==> config.mk <==
export PLATFORM = sky130hd
export DESIGN_NAME = spm_soft_power
export DESIGN_NICKNAME = d
export VERILOG_FILES = /design/src/core/spm_pkg.sv /design/src/core/spm_soft_power.sv
export SDC_FILE = /design/constraint.sdc
export NUM_CORES = 1
export LEC_CHECK = 0
export BUFFER_PORTS_ARGS = -buffer_cell sky130_fd_sc_hd__buf_4
export CORE_ASPECT_RATIO = 1.75
export CORE_MARGIN = 3
export CORE_UTILIZATION = 59
export DETAILED_ROUTE_END_ITERATION = 16
export PLACE_DENSITY_LB_ADDON = 0.12
export SYNTH_ARGS = -nofsm -noshare
export SYNTH_HDL_FRONTEND = slang
export SYNTH_SLANG_ARGS = --single-unit
==> constraint.sdc <==
create_clock -name CLK -period 2.9 [get_ports CLK]
set_input_delay 0.29 -clock CLK [delete_from_list [all_inputs] [get_ports CLK]]
set_output_delay 0.29 -clock CLK [all_outputs]
set_load 0.02 [all_outputs]
==> src/core/spm_pkg.sv <==
package spm_pkg;
    // Register indices reached through the index/data pair, and the PM logical device number
    localparam logic [7:0] IDX_WAKE_EN1 = 8'hb0;
    localparam logic [7:0] IDX_WAKE_EN2 = 8'hb1;
    localparam logic [7:0] IDX_WAKE_ST1 = 8'hb2;
    localparam logic [7:0] IDX_WAKE_ST2 = 8'hb3;
    localparam logic [7:0] IDX_SMI_EN1 = 8'hb4;
    localparam logic [7:0] IDX_SMI_EN2 = 8'hb5;
    localparam logic [7:0] IDX_SMI_ST1 = 8'hb6;
    localparam logic [7:0] IDX_SMI_ST2 = 8'hb7;
    localparam logic [7:0] IDX_DELAY2 = 8'hb8;
    localparam logic [7:0] IDX_SOFT_OFF = 8'hf4;
    localparam logic [7:0] PM_LDN = 8'h08;

    // Field positions
    localparam int OFF_EN_BIT = 7;
    localparam int SOFTWARE_POWER_OFF_BIT = 7;
    localparam int RESTART_BIT = 6;
    localparam int STOP_BIT = 5;
    localparam int SMI_GATE_BIT = 7;
    localparam int WDT_LOW_W = 5;

    // Reset values and Delay-2 limit
    localparam logic [7:0] WAKE_EN1_RST = 8'h00;
    localparam logic [7:0] WAKE_EN2_RST = 8'h80;
    localparam logic [7:0] SMI_EN_RST = 8'h00;
    localparam logic [7:0] DELAY2_RST = 8'h00;
    localparam logic [5:0] DELAY2_MAX = 6'h3f;

    // Counts
    localparam int NUM_WAKE = 15;
    localparam int NUM_SMI = 13;
    localparam int CLK_NS = 20;
    localparam int SLOW_PERIOD_NS = 31250;
    localparam int SLOW_TICK_CYC = SLOW_PERIOD_NS / CLK_NS;
    localparam int HALF_SEC_MS = 500;
    localparam int OVERRIDE_MS = 4000;
    localparam int OVERRIDE_STEPS = OVERRIDE_MS / HALF_SEC_MS;

    typedef struct packed {
        logic idx_wr;
        logic data_wr;
        logic data_rd;
        logic [7:0] wdata;
    } spm_cfg_s;
endpackage

==> src/core/spm_soft_power.sv <==
`timescale 1ns/1ps
// Overview of operation
// - Button or enabled wake edge powers on
// - Trickle return powers on per alarm/POR bits
// - Button powers off after Delay-2 time
// - Button power-off enable resets to one
// - Soft-off register bit 7 write powers off
// - Bits 7:5 are power-off, restart, stop
// - Status always set; only enabled wake
// - Delay-2 spans 500 ms to 32 s
// - Four-second hold forces power off
// - Override works only when enabled
// - Override sets status, clears button status
// - Override status clears on write one
// - Override timer counts held, clears released
// - Half-second steps, trigger 4 to 4.5 s
// - Timer expiry pulse clears power latch
// - Power latch keeps last on/off state
// - Group SMI ORs enabled source requests
// - SMI pin gated by enable-2 bit 7
// - Registers via config LDN 8 or index/data
// - Alarm-2 remember wakes after outage
// - Trickle POR wake enable starts machine
module spm_soft_power
    import spm_pkg::*;
#(
    parameter int HALF_SEC_TICKS = 16000
) (
    input wire logic CLK, // 50 MHz clock
    input wire logic RST_N, // Synchronous reset
    input wire spm_pkg::spm_cfg_s CFG, // Index/data access
    input wire logic CFG_MODE, // Configuration mode active
    input wire logic [7:0] CFG_LDN, // Selected logical device
    output logic [7:0] CFG_RDATA, // Data port read value
    input wire logic BTN, // Power button pin
    input wire logic [spm_pkg::NUM_WAKE-1:0] WAKE_SRC, // Wake pins
    input wire logic TRICKLE_POR, // Trickle supply came back
    input wire logic ALARM2_PASSED, // Alarm 2 matured in outage
    input wire logic ALARM2_REMEMBER_EN, // Battery-backed bit
    input wire logic TRICKLE_POR_WAKE_EN, // Battery-backed bit
    input wire logic OVERRIDE_ENABLE, // Override function on
    input wire logic OVERRIDE_STATUS_CLR, // Write-one clear pulse
    input wire logic BUTTON_STATUS_CLR, // Button status clear
    input wire logic [spm_pkg::NUM_SMI-1:0] SMI_REQ, // Unit requests
    output logic OVERRIDE_STATUS, // Override happened
    output logic BUTTON_PRESS_STATUS, // Button pressed
    output logic POWER_ON_N, // Main supply on, low
    output logic MGMT_IRQ_N, // Group SMI pin, low
    output logic WDT_RESTART, // Restart count pulse
    output logic WDT_STOP // Stop count pulse
);
    import spm_pkg::*;

    if (HALF_SEC_TICKS < 1 || HALF_SEC_TICKS > 65535) begin : g_tick_chk
        $error("HALF_SEC_TICKS out of range");
    end

    localparam int SW = NUM_WAKE + 2;
    // Idle levels: supply up, button released, wake pins high
    localparam logic [SW-1:0] PIN_IDLE = {1'b1, 1'b0, {NUM_WAKE{1'b1}}};

    // Pin synchronisers
    logic [SW-1:0] pin_s1_reg;
    logic [SW-1:0] pin_s2_reg;
    logic [SW-1:0] pin_q_reg;
    logic [SW-1:0] pin_q_next;
    logic [SW-1:0] pin_fall;

    always_ff @(posedge CLK) begin
        if (!RST_N) begin
            pin_s1_reg <= PIN_IDLE;
            pin_s2_reg <= PIN_IDLE;
        end else begin
            pin_s1_reg <= {TRICKLE_POR, BTN, WAKE_SRC};
            pin_s2_reg <= pin_s1_reg;
        end
    end

    logic [10:0] div_reg, div_next;
    logic tick;
    logic [15:0] half_reg, half_next;
    logic [3:0] ovr_reg, ovr_next;
    logic [5:0] dly_reg, dly_next;
    logic dly_run_reg, dly_run_next;
    logic [15:0] dhalf_reg, dhalf_next;
    logic on_reg, on_next;
    logic ovr_sts_reg, ovr_sts_next;
    logic btn_sts_reg, btn_sts_next;
    logic [7:0] idx_reg, idx_next;
    logic [7:0] wen1_reg, wen1_next;
    logic [7:0] wen2_reg, wen2_next;
    logic [NUM_WAKE-1:0] wst_reg, wst_next;
    logic [7:0] sen1_reg, sen1_next;
    logic [7:0] sen2_reg, sen2_next;
    logic [NUM_SMI-1:0] sst_reg, sst_next;
    logic [5:0] d2_reg, d2_next;
    logic [WDT_LOW_W-1:0] wdt_reg, wdt_next;
    logic restart_reg, restart_next;
    logic stop_reg, stop_next;
    logic [7:0] rdata_reg, rdata_next;
    logic irq_n_reg, irq_n_next;

    logic sel;
    logic wr;
    logic rd;
    logic btn_fall;
    logic por_rise;
    logic [NUM_WAKE-1:0] wake_fall;
    logic [NUM_WAKE-1:0] wake_en;
    logic [NUM_SMI-1:0] smi_en;
    logic ovr_fire;
    logic btn_off;
    logic power_up;
    logic power_down;
    logic [7:0] rd_val;

    assign tick = (div_reg == 11'(SLOW_TICK_CYC - 1));
    assign sel = !CFG_MODE || (CFG_LDN == PM_LDN);
    assign wr = CFG.data_wr && sel;
    assign rd = CFG.data_rd && sel;
    assign btn_fall = pin_fall[NUM_WAKE];
    assign wake_fall = pin_fall[NUM_WAKE-1:0];
    assign wake_en = {wen2_reg[NUM_WAKE-9:0], wen1_reg};
    assign smi_en = {sen2_reg[NUM_SMI-9:0], sen1_reg};

    // Edges seen only at slow-clock sampling points
    always_comb begin
        pin_q_next = pin_q_reg;
        pin_fall = '0;
        if (tick) begin
            pin_q_next = pin_s2_reg;
            pin_fall = pin_q_reg & ~pin_s2_reg;
        end
    end

    // Trickle return is a rising edge of its flag
    assign por_rise = tick && !pin_q_reg[SW-1] && pin_s2_reg[SW-1];

    // Override timer fires once after eight half-second steps
    assign ovr_fire = tick && pin_q_reg[NUM_WAKE] && OVERRIDE_ENABLE
        && (half_reg == 16'(HALF_SEC_TICKS - 1))
        && (ovr_reg == 4'(OVERRIDE_STEPS - 1)) && on_reg;

    assign btn_off = dly_run_reg && tick && (dly_reg == d2_reg)
        && (dhalf_reg == 16'(HALF_SEC_TICKS - 1));
    assign power_down = ovr_fire || btn_off
        || (wr && idx_reg == IDX_SOFT_OFF && CFG.wdata[SOFTWARE_POWER_OFF_BIT]);
    assign power_up = btn_fall && !on_reg
        || (|(wake_fall & wake_en))
        || (por_rise && (TRICKLE_POR_WAKE_EN
        || (ALARM2_REMEMBER_EN && ALARM2_PASSED)));

    always_comb begin
        case (idx_reg)
            IDX_WAKE_EN1: rd_val = wen1_reg;
            IDX_WAKE_EN2: rd_val = wen2_reg;
            IDX_WAKE_ST1: rd_val = wst_reg[7:0];
            IDX_WAKE_ST2: rd_val = {1'b0, wst_reg[NUM_WAKE-1:8]};
            IDX_SMI_EN1: rd_val = sen1_reg;
            IDX_SMI_EN2: rd_val = sen2_reg;
            IDX_SMI_ST1: rd_val = sst_reg[7:0];
            IDX_SMI_ST2: rd_val = {3'h0, sst_reg[NUM_SMI-1:8]};
            IDX_DELAY2: rd_val = {2'h0, d2_reg};
            IDX_SOFT_OFF: rd_val = {3'h0, wdt_reg};
            default: rd_val = 8'h00;
        endcase
    end

    always_comb begin
        div_next = tick ? 11'h000 : div_reg + 11'h001;
        idx_next = CFG.idx_wr ? CFG.wdata : idx_reg;
        rdata_next = rd ? rd_val : rdata_reg;
        wen1_next = wen1_reg;
        wen2_next = wen2_reg;
        sen1_next = sen1_reg;
        sen2_next = sen2_reg;
        d2_next = d2_reg;
        wdt_next = wdt_reg;
        restart_next = 1'b0;
        stop_next = 1'b0;
        wst_next = wst_reg;
        sst_next = sst_reg;
        if (wr) begin
            case (idx_reg)
                IDX_WAKE_EN1: wen1_next = CFG.wdata;
                IDX_WAKE_EN2: wen2_next = CFG.wdata;
                IDX_SMI_EN1: sen1_next = CFG.wdata;
                IDX_SMI_EN2: sen2_next = CFG.wdata;
                IDX_DELAY2: d2_next = (CFG.wdata > 8'(DELAY2_MAX))
                    ? DELAY2_MAX : CFG.wdata[5:0];
                IDX_SOFT_OFF: begin
                    wdt_next = CFG.wdata[WDT_LOW_W-1:0];
                    restart_next = CFG.wdata[RESTART_BIT];
                    stop_next = CFG.wdata[STOP_BIT];
                end
                default: ;
            endcase
        end
        // Status clears on read; a new event in that cycle wins
        if (rd && idx_reg == IDX_WAKE_ST1) begin
            wst_next[7:0] = 8'h00;
        end
        if (rd && idx_reg == IDX_WAKE_ST2) begin
            wst_next[NUM_WAKE-1:8] = '0;
        end
        if (rd && idx_reg == IDX_SMI_ST1) begin
            sst_next[7:0] = 8'h00;
        end
        if (rd && idx_reg == IDX_SMI_ST2) begin
            sst_next[NUM_SMI-1:8] = '0;
        end
        wst_next = wst_next | wake_fall;
        sst_next = sst_next | SMI_REQ;
        irq_n_next = !(sen2_reg[SMI_GATE_BIT]
            && |(SMI_REQ & smi_en));
    end

    // Button timers and power latch
    always_comb begin
        half_next = half_reg;
        ovr_next = ovr_reg;
        if (!pin_q_reg[NUM_WAKE]) begin
            half_next = 16'h0000;
            ovr_next = 4'h0;
        end else if (tick && ovr_reg != 4'(OVERRIDE_STEPS)) begin
            if (half_reg == 16'(HALF_SEC_TICKS - 1)) begin
                half_next = 16'h0000;
                ovr_next = ovr_reg + 4'h1;
            end else begin
                half_next = half_reg + 16'h0001;
            end
        end
        dly_run_next = dly_run_reg;
        dly_next = dly_reg;
        dhalf_next = dhalf_reg;
        if (btn_fall && on_reg && wen2_reg[OFF_EN_BIT]) begin
            dly_run_next = 1'b1;
            dly_next = 6'h00;
            dhalf_next = 16'h0000;
        end else if (dly_run_reg && tick) begin
            if (dhalf_reg == 16'(HALF_SEC_TICKS - 1)) begin
                dhalf_next = 16'h0000;
                dly_next = dly_reg + 6'h01;
                if (dly_reg == d2_reg) begin
                    dly_run_next = 1'b0;
                end
            end else begin
                dhalf_next = dhalf_reg + 16'h0001;
            end
        end
        if (!on_reg) begin
            dly_run_next = 1'b0;
        end
        on_next = on_reg;
        if (power_down) begin
            on_next = 1'b0;
        end else if (power_up) begin
            on_next = 1'b1;
        end
        ovr_sts_next = ovr_sts_reg && !OVERRIDE_STATUS_CLR;
        btn_sts_next = (btn_sts_reg && !BUTTON_STATUS_CLR) || btn_fall;
        if (ovr_fire) begin
            ovr_sts_next = 1'b1;
            btn_sts_next = 1'b0;
        end
    end

    always_ff @(posedge CLK) begin
        if (!RST_N) begin
            pin_q_reg <= PIN_IDLE;
            div_reg <= 11'h000;
            half_reg <= 16'h0000;
            ovr_reg <= 4'h0;
            dly_reg <= 6'h00;
            dly_run_reg <= 1'b0;
            dhalf_reg <= 16'h0000;
            on_reg <= 1'b0;
            ovr_sts_reg <= 1'b0;
            btn_sts_reg <= 1'b0;
            idx_reg <= 8'h00;
            wen1_reg <= WAKE_EN1_RST;
            wen2_reg <= WAKE_EN2_RST;
            wst_reg <= '0;
            sen1_reg <= SMI_EN_RST;
            sen2_reg <= SMI_EN_RST;
            sst_reg <= '0;
            d2_reg <= DELAY2_RST[5:0];
            wdt_reg <= '0;
            restart_reg <= 1'b0;
            stop_reg <= 1'b0;
            rdata_reg <= 8'h00;
            irq_n_reg <= 1'b1;
        end else begin
            pin_q_reg <= pin_q_next;
            div_reg <= div_next;
            half_reg <= half_next;
            ovr_reg <= ovr_next;
            dly_reg <= dly_next;
            dly_run_reg <= dly_run_next;
            dhalf_reg <= dhalf_next;
            on_reg <= on_next;
            ovr_sts_reg <= ovr_sts_next;
            btn_sts_reg <= btn_sts_next;
            idx_reg <= idx_next;
            wen1_reg <= wen1_next;
            wen2_reg <= wen2_next;
            wst_reg <= wst_next;
            sen1_reg <= sen1_next;
            sen2_reg <= sen2_next;
            sst_reg <= sst_next;
            d2_reg <= d2_next;
            wdt_reg <= wdt_next;
            restart_reg <= restart_next;
            stop_reg <= stop_next;
            rdata_reg <= rdata_next;
            irq_n_reg <= irq_n_next;
        end
    end

    assign CFG_RDATA = rdata_reg;
    assign POWER_ON_N = !on_reg;
    assign MGMT_IRQ_N = irq_n_reg;
    assign OVERRIDE_STATUS = ovr_sts_reg;
    assign BUTTON_PRESS_STATUS = btn_sts_reg;
    assign WDT_RESTART = restart_reg;
    assign WDT_STOP = stop_reg;
endmodule

==> results of run 1 <==
cell type report:
| class | count | area [um^2] | area share, % |
|---|---|---|---|
| inverter | 19 | 71.3 | 0.725 |
| tap | 177 | 221 | 2.25 |
| sequential | 198 | 3960 | 40.3 |
| clock buffer | 17 | 425 | 4.33 |
| multi-input combinational | 655 | 4190 | 42.6 |
| timing repair buffer | 99 | 756 | 7.69 |
| clock inverter | 15 | 204 | 2.07 |
cell families after synthesis:
| family | synth area share (%) |
|---|---|
| simple gates | 26.7 |
| flops | 47.1 |
| compound gates | 9.84 |
| buf+inv | 2.99 |
| mux | 7.35 |
| xor+xnor | 4.90 |
| fa+ha+maj | 1.04 |
metal layers:
metal,up-vias,wire length (um),global-route usage [%]
li1,3377,-,-
met1,3211,8050,30.1
met2,255,11300,50.1
met3,98,1100,5.04
met4,0,1940,23.3
met5,-,0,0
synth_stat cells, drive strengths merged, types with 11 or more instances:
cell type  number
nor2          111
xnor2          33
nand3          53
xor2           14
nand2          79
nand3b         13
a21oi          15
clkbuf         33
a22oi          12
dfxtp         198
and2           11
buf            11
inv            19
mux2i          55
nand2b         47
o21ai          26
and3           15
nor3           24
a22o           15
nand4          19
worst paths after layout:
check | start | to
max | idx_reg[5]$_SDFFE_PN0P_ | CFG_RDATA[1]$_SDFFE_PN0N_
min | WAKE_SRC[6] | pin_s1_reg[6]$_SDFF_PN1_
max reg2reg | idx_reg[5]$_SDFFE_PN0P_ | CFG_RDATA[1]$_SDFFE_PN0N_
min reg2reg | pin_s1_reg[0]$_SDFF_PN1_ | pin_s2_reg[0]$_SDFF_PN1_
through the flow:
step	hold slack (ns)	setup WS, ns	utilization (%)	total power, uW
after CTS	0.0285	0.377	70.7	5540
after global routing	0.0265	0.179	70.7	5680
final	0.0393	0.285	70.7	5500
after global placement	0.391	0.471	66.2	3130
after floorplan	0.380	0.681	-	2990
after detailed placement	0.391	0.394	66.2	3140
cell usage in the layout, fill, tap and decap left out, types with 5 or more instances in the layout:
| cell type | count |
|---|---|
| a21oi_1 | 15 |
| a22o_1 | 15 |
| a22oi_1 | 12 |
| a31oi_1 | 7 |
| and2_1 | 11 |
| and3_1 | 15 |
| and4_1 | 8 |
| buf_4 | 98 |
| clkbuf_16 | 17 |
| clkinv_8 | 6 |
| dfxtp_1 | 198 |
| ha_1 | 7 |
| inv_1 | 18 |
| mux2i_1 | 55 |
| nand2_1 | 79 |
| nand2b_1 | 47 |
| nand3_1 | 51 |
| nand3b_1 | 13 |
| nand4_1 | 19 |
| nor2_1 | 111 |
| nor2b_1 | 8 |
| nor3_1 | 22 |
| nor4_1 | 5 |
| o2111ai_1 | 6 |
| o21ai_0 | 25 |
| o2bb2ai_1 | 5 |
| xnor2_1 | 33 |
| xor2_1 | 14 |
power groups by stage:
stage | Combinational, uW | Clock [uW] | Sequential, uW
after floorplan | 141 | 0 | 2850
after global placement | 267 | 0 | 2870
after detailed placement | 269 | 0 | 2870
after CTS | 270 | 2460 | 2800
after global routing | 291 | 2580 | 2810
final | 272 | 2420 | 2810
==> flow_results.org, run 1 <==
** STA
- The number of pins with negative max-slew slack in the final report is 0.
- The number of hold violations in the final report was 0.
- Slew margin rel. :: 40.5%
- Portion of the clock cycle consumed by the worst path in the final layout :: between 90% and 100%
- Final count of negative-setup-slack endpoints :: 0
- Unrepaired setup endpoints after global routing :: no
- Worst Tran Pin Value :: roughly 0.89 ns
- Skew final :: 0.0156 ns
- The clock period could shrink to between 2 and 3 ns.
- After routing, the total negative slack on setup checks comes to 0 ns.
- Based on the critical path, the design can be clocked at up to 0.382 GHz.

** Final layout
- Area of all placed cells without fillers :: slightly below 0.01 mm^2
- The layout has between 1k and 1.5k filler cells.
- Area Overhead vs Synth :: 17.0%
- The finished layout holds 1180 standard cells, fillers aside.
- Of the cells placed in the final design, the portion with a size suffix greater than 1 is between 10% and 20%.
- At the end of the flow, the number of nets in the layout was approximately 1.1k.
- The repair_antennas step left the layout with diodes totalling 0.

** Setup path
- Crit path cell chain :: nor2b_1 > nand2_1 > o21ai_0 > a2111oi_0 > buf_4 > o21ai_0
- Crit Path Max Fanout :: 13
- STA puts the critical path data required time at around 3.2 ns.
- The worst setup path is captured at a flip-flop.
- The critical path runs through a total of 6 cells.
- The cell that appears most often on the critical path is o21ai_0.
- Number of cells on the worst reg-to-reg path :: 6
- STA classifies the critical path startpoint as a flip-flop.
- For flop-to-flop paths, the worst setup slack is 0.29 ns.
- Critical-path top delay cell :: nor2b_1
- The critical path is of the reg -> reg type.
- Top delay family on crit path :: compound AO/OA/AOI/OAI gates
- Critical path arrival :: 2.96 ns
- CP bufs+invs :: 1
- In this design, the stage delay of the slowest critical-path cell is 0.75 ns.

** Yosys
- Average footprint of a synthesized cell :: ~9.2 um^2
- Number of different library cells in the post-synthesis netlist :: 75
- Post-synthesis net count :: about 980
- Leading area contributor after synthesis :: dfxtp_1
- For this run, the number of Yosys warnings is 0.
- The most used flip-flop cell after synthesis is dfxtp_1.
- Yosys reg bits :: 198
- In this run the cell area of the synthesized design comes to 0.00841 mm^2.
- The share of synthesized area in the top cell type comes to a little under half.
- Number of cells produced by synthesis :: 916
- Of the synthesized area, sequential elements account for 47.1%.
- In this run, synthesis inferred 0 flip-flops with an integrated enable.
- In the post-synthesis netlist, the biggest area contributors are dfxtp_1 47%, mux2i_1 6.5%, nor2_1 5.0%.
- Async set or reset register ratio after synthesis :: 0%

** Die
- After floorplanning, the core was divided into 57 placement rows.
- Width of the chip :: slightly below 100 um
- Core Footprint :: about 0.014 mm^2
- The floorplan step defined a die boundary enclosing about 0.016 mm^2.
- Starting utilization of the core area :: between 60% and 70%
- Overall die height :: between 150 and 200 um
- Ports :: 72

** Hold path
- Tightest Hold Check Type :: in -> reg
- Cell depth of the worst hold path :: 2

** Global routing
- For this run, the total global-route usage over all layers was measured as 29.1%.
- Global routing finished with a remaining overflow of 0.
- The number of antenna violations at the first check in global routing is 0.
- The first global-routing pass estimated around 35 mm of wire.
- Vias in the first global route :: between 6k and 7k
- Maximum number of pins on one net before global-route repair :: about 60

** Placement
- DP HPWL :: 16.7 mm
- DP Area :: ~0.0092 mm^2
- # placed instances :: 1148
- At the end of routability-driven placement, the weighted congestion stood at 0.988.
- Number of I/O port buffers :: 71

** Clock tree
- Clock buffer count from CTS :: 17
- Number of H-tree levels :: 4
- The longest clock path from root to sink contains 2 buffers.
- After clock tree synthesis, the repair step resized 0 gates.
- The clock net in this run drives a total of roughly 200 sinks.
- Library cell used as clock root buffer :: clkbuf_16
- Clock latency on the worst-skew pair :: 0.43 ns
- Buffers added to address setup during post-CTS repair amount to 0.
- TritonCTS built the clock tree.
- # hold bufs at CTS :: 0
- CTS clk-pin slew, worst paths :: about 0.080 ns

** Power and ir drop
- Leak pwr :: 0.00398 uW
- Switching pwr :: around 1400 uW
- Clock share of power :: 44.1%
- Reg power frac :: 51.0%
- Net switching is 24.7% of the power.
- Combinational cell fraction of total power :: roughly 5%
- Power per cell area :: approximately 560 mW/mm^2
- Cell internal power was estimated by the tool at roughly 4100 uW.
- Maximum ir drop on the vdd rail :: between 300 and 400 uV

** Routing
- First-pass iteration count of the detailed router :: 5
- The detailed router finished its first iteration with approximately 410 violations.
- Detailed-route DRC error count :: 0
- In the final routed layout, each cell accounts on average for approximately 19 um.
- Vias :: 6941
- Via density per instance :: roughly 5.9
- Wirelength, routed :: between 20 and 25 mm
- The count of nets left with antenna violations once routing finished came out at 0.

** Flow run
- Max-cap violations in this run came to 0.

** Status
- The run finished with clean final reports.
(Power assumes the default switching activity.)
==> inputs of run 2 (changes only) <==
- MAX_ROUTING_LAYER: unset -> met4
==> flow_results.org, run 2 (synthesis results as in run 1) <==
** Power and ir drop
- The cell-internal power was 4080 uW (-1.7%).
- The net switching power is 1390 uW (+2.7%).
- The overall power came to 5470 uW (-0.61%).
- Maximum ir drop on the vdd rail :: 400 uV (+9.6%)
- Reg power frac :: 51.3% (+0.3 points)
- Leak pwr :: 0.00398 uW (-0.11%)
- Switching share of power :: 25.5% (+0.82 points)
- The share of power burned in combinational logic is 5.0% (about the same).
- Clock share of power :: 43.7% (-0.4 points)
- Power per cell area :: 557 mW/mm^2 (-0.47%)

** STA
- The count of final setup violators is 0 (unchanged).
- The shortest clock period the worst path allows after layout is 2.50 ns (-0.112 ns).
- The achievable frequency came to 0.400 GHz (+4.5%).
- The worst relative slew slack came to 43.7% (+3.2 points).
- The sum of negative setup slack is 0 ns (unchanged).
- Skew final :: 0.0159 ns (+0.000273 ns)
- The number of hold violations in the final report is 0 (unchanged).
- Worst Tran Pin Value :: 0.834 ns (-0.0573 ns)
- Setup repair after global routing left no endpoint under its margin.
- The period utilization is 86.3% (-3.9 points).
- The number of pins with negative max-slew slack in the final report is 0 (unchanged).

** Global routing
- The global routing usage summed across all routing layers is 30.4% (+1.3 points).
- Global-route congestion overflow total :: 0 (unchanged)
- The number of antenna violations at the first check in global routing is 0 (unchanged).
- Vias in the first global route :: 6728 (+1.8%)
- Maximum number of pins on one net before global-route repair :: 61 (unchanged)
- The first-pass GRT wire length was 35.2 mm (+1.4%).

** Die
- The initial standard-cell utilization of the core is 60.4% (unchanged).
- The width of the die is 96.2 um (unchanged).
- Ports :: 72 (unchanged)
- The area of the core came to 0.0139 mm^2 (unchanged).
- Overall die height :: 164 um (unchanged)
- The area enclosed by the die boundary was 0.0158 mm^2 (unchanged).
- Placement Rows :: 57 (unchanged)

** Setup path
- The worst setup path is captured at a flip-flop.
- STA classifies the critical path startpoint as a flip-flop.
- The internal reg-to-reg setup slack came to 0.40 ns (+0.11 ns).
- The arrival time at the worst endpoint came to 2.80 ns (-0.16 ns).
- The maximum fanout along the worst path came to 15 (+2).
- Data required time of the worst path :: 3.20 ns (-0.04 ns)
- Worst Setup Path Type :: reg -> reg

** Hold path
- In this run the worst hold path is classified as in -> reg.

** Routing
- Vias :: 6911 (-0.43%)
- The final wirelength is 22.6 mm (+1.0%).
- Via density per instance :: 5.85 (-0.52%)
- Post-DR wirelength/cell :: 19.1 um (+0.93%)
- The count of unresolved DRC violations after routing was 0 (unchanged).
- The detailed-routing iteration count for the pre-antenna-repair pass is 5 (unchanged).
- Final antenna-violating net count :: 0 (unchanged)
- Iter 0 DRT Violations :: 389 (-5.4%)

** Clock tree
- Library cell used as clock root buffer :: clkbuf_16
- Number of H-tree levels :: 4 (unchanged)
- Clock latency on the worst-skew pair :: 0.43 ns (about the same)
- Clock tree from TritonCTS :: built
- The clock input transition at the sequential cells of the worst setup and hold paths came to 0.09 ns (about the same).
- Post-CTS setup buffer count :: 0 (unchanged)
- Clock buffer count from CTS :: 17 (unchanged)
- Post-cts repair resize count :: 0 (unchanged)
- The total number of clock tree sinks was 198 (unchanged).
- # hold bufs at CTS :: 0 (unchanged)
- Max Root-Sink Buffers :: 2 (unchanged)

** Placement
- The post-detailed-placement half-perimeter wirelength was 17.1 mm (+2.3%).
- Global placement routability congestion :: 0.959 (-3.0%)
- DP Area :: 0.00920 mm^2 (about the same)
- The count of input and output buffers came to 71 (unchanged).

** Final layout
- Leaving out fill and tap cells, the most frequent cell in the layout is dfxtp_1.
- Most frequent cells in the layout :: 198 x dfxtp_1, 111 x nor2_1, 100 x buf_4, 79 x nand2_1, 55 x mux2i_1
- Share of layout cells above drive strength 1 :: 15.6% (+0.084 points)
- Diodes inserted :: 0 (unchanged)
- Area of all placed cells without fillers :: 0.00982 mm^2 (-0.14%)
- Area Overhead vs Synth :: 16.8%
- The final net count is 1056 (+0.095%).

** Status
- The run finished with clean final reports.

** Flow run
- The number of maximum-capacitance violations was 0 (unchanged).
==> run 2: cell count changes in the layout (fill, tap and decap cells not counted), sizes merged <==
| cell | change |
|---|---|
| inv | +1 |
| buf | +1 |
| bufinv | -1 |
==> run 2: layer usage <==
metal	track usage, %	wire length [um]
met1	30.8	8270
met2	53.5	11800
met3	3.99	915
met4	19.4	1580
met5	-	0
==> run 2: through the flow <==
step | hold WS, ns | worst slack (ns) | utilization, % | cells
2_1_floorplan | 0.380 | 0.681 | - | 916
5_1_grt | 0.0216 | 0.234 | 70.6 | 1181
3_5_place_dp | 0.391 | 0.379 | 66.1 | 1149
4_1_cts | 0.0231 | 0.377 | 70.6 | 1181
6_report | 0.0305 | 0.397 | 70.6 | 1181
3_3_place_gp | 0.391 | 0.449 | 66.1 | 1149
==> run 2: final timing paths <==
path	cells past startpoint	startpoint	endpoint
setup / recovery	5	div_reg[6]$_SDFF_PP0_	half_reg[0]$_SDFFE_PN0P_
hold / removal	2	WAKE_SRC[9]	pin_s1_reg[9]$_SDFF_PN1_
setup reg to reg	5	div_reg[6]$_SDFF_PP0_	half_reg[0]$_SDFFE_PN0P_
hold reg to reg	1	pin_s1_reg[0]$_SDFF_PN1_	pin_s2_reg[0]$_SDFF_PN1_
==> run 2: power by group through the flow <==
stage | clock network, uW | logic (uW) | registers (uW)
floorplan | 0 | 141 | 2850
global placement | 0 | 266 | 2870
detailed placement | 0 | 268 | 2870
CTS | 2420 | 270 | 2800
global route | 2520 | 289 | 2810
finish | 2390 | 271 | 2810
==> run 2: final cells by class <==
class / count / area (um^2)
inverter: 19 / 71.3
multi-input combinational: 655 / 4190
timing repair buffer: 100 / 751
fill: 1103 / 4090
sequential: 198 / 3960
tap: 177 / 221
clock buffer: 17 / 425
clock inverter: 15 / 195
==> run 2: worst max-delay path, cell delays in order (launching register included) <==
cell	delay, ns
dfxtp_1	0.37
or4b_4	0.58
or4_4	0.55
nor3_4	0.31
or2_1	0.46
nor2_1	0.11
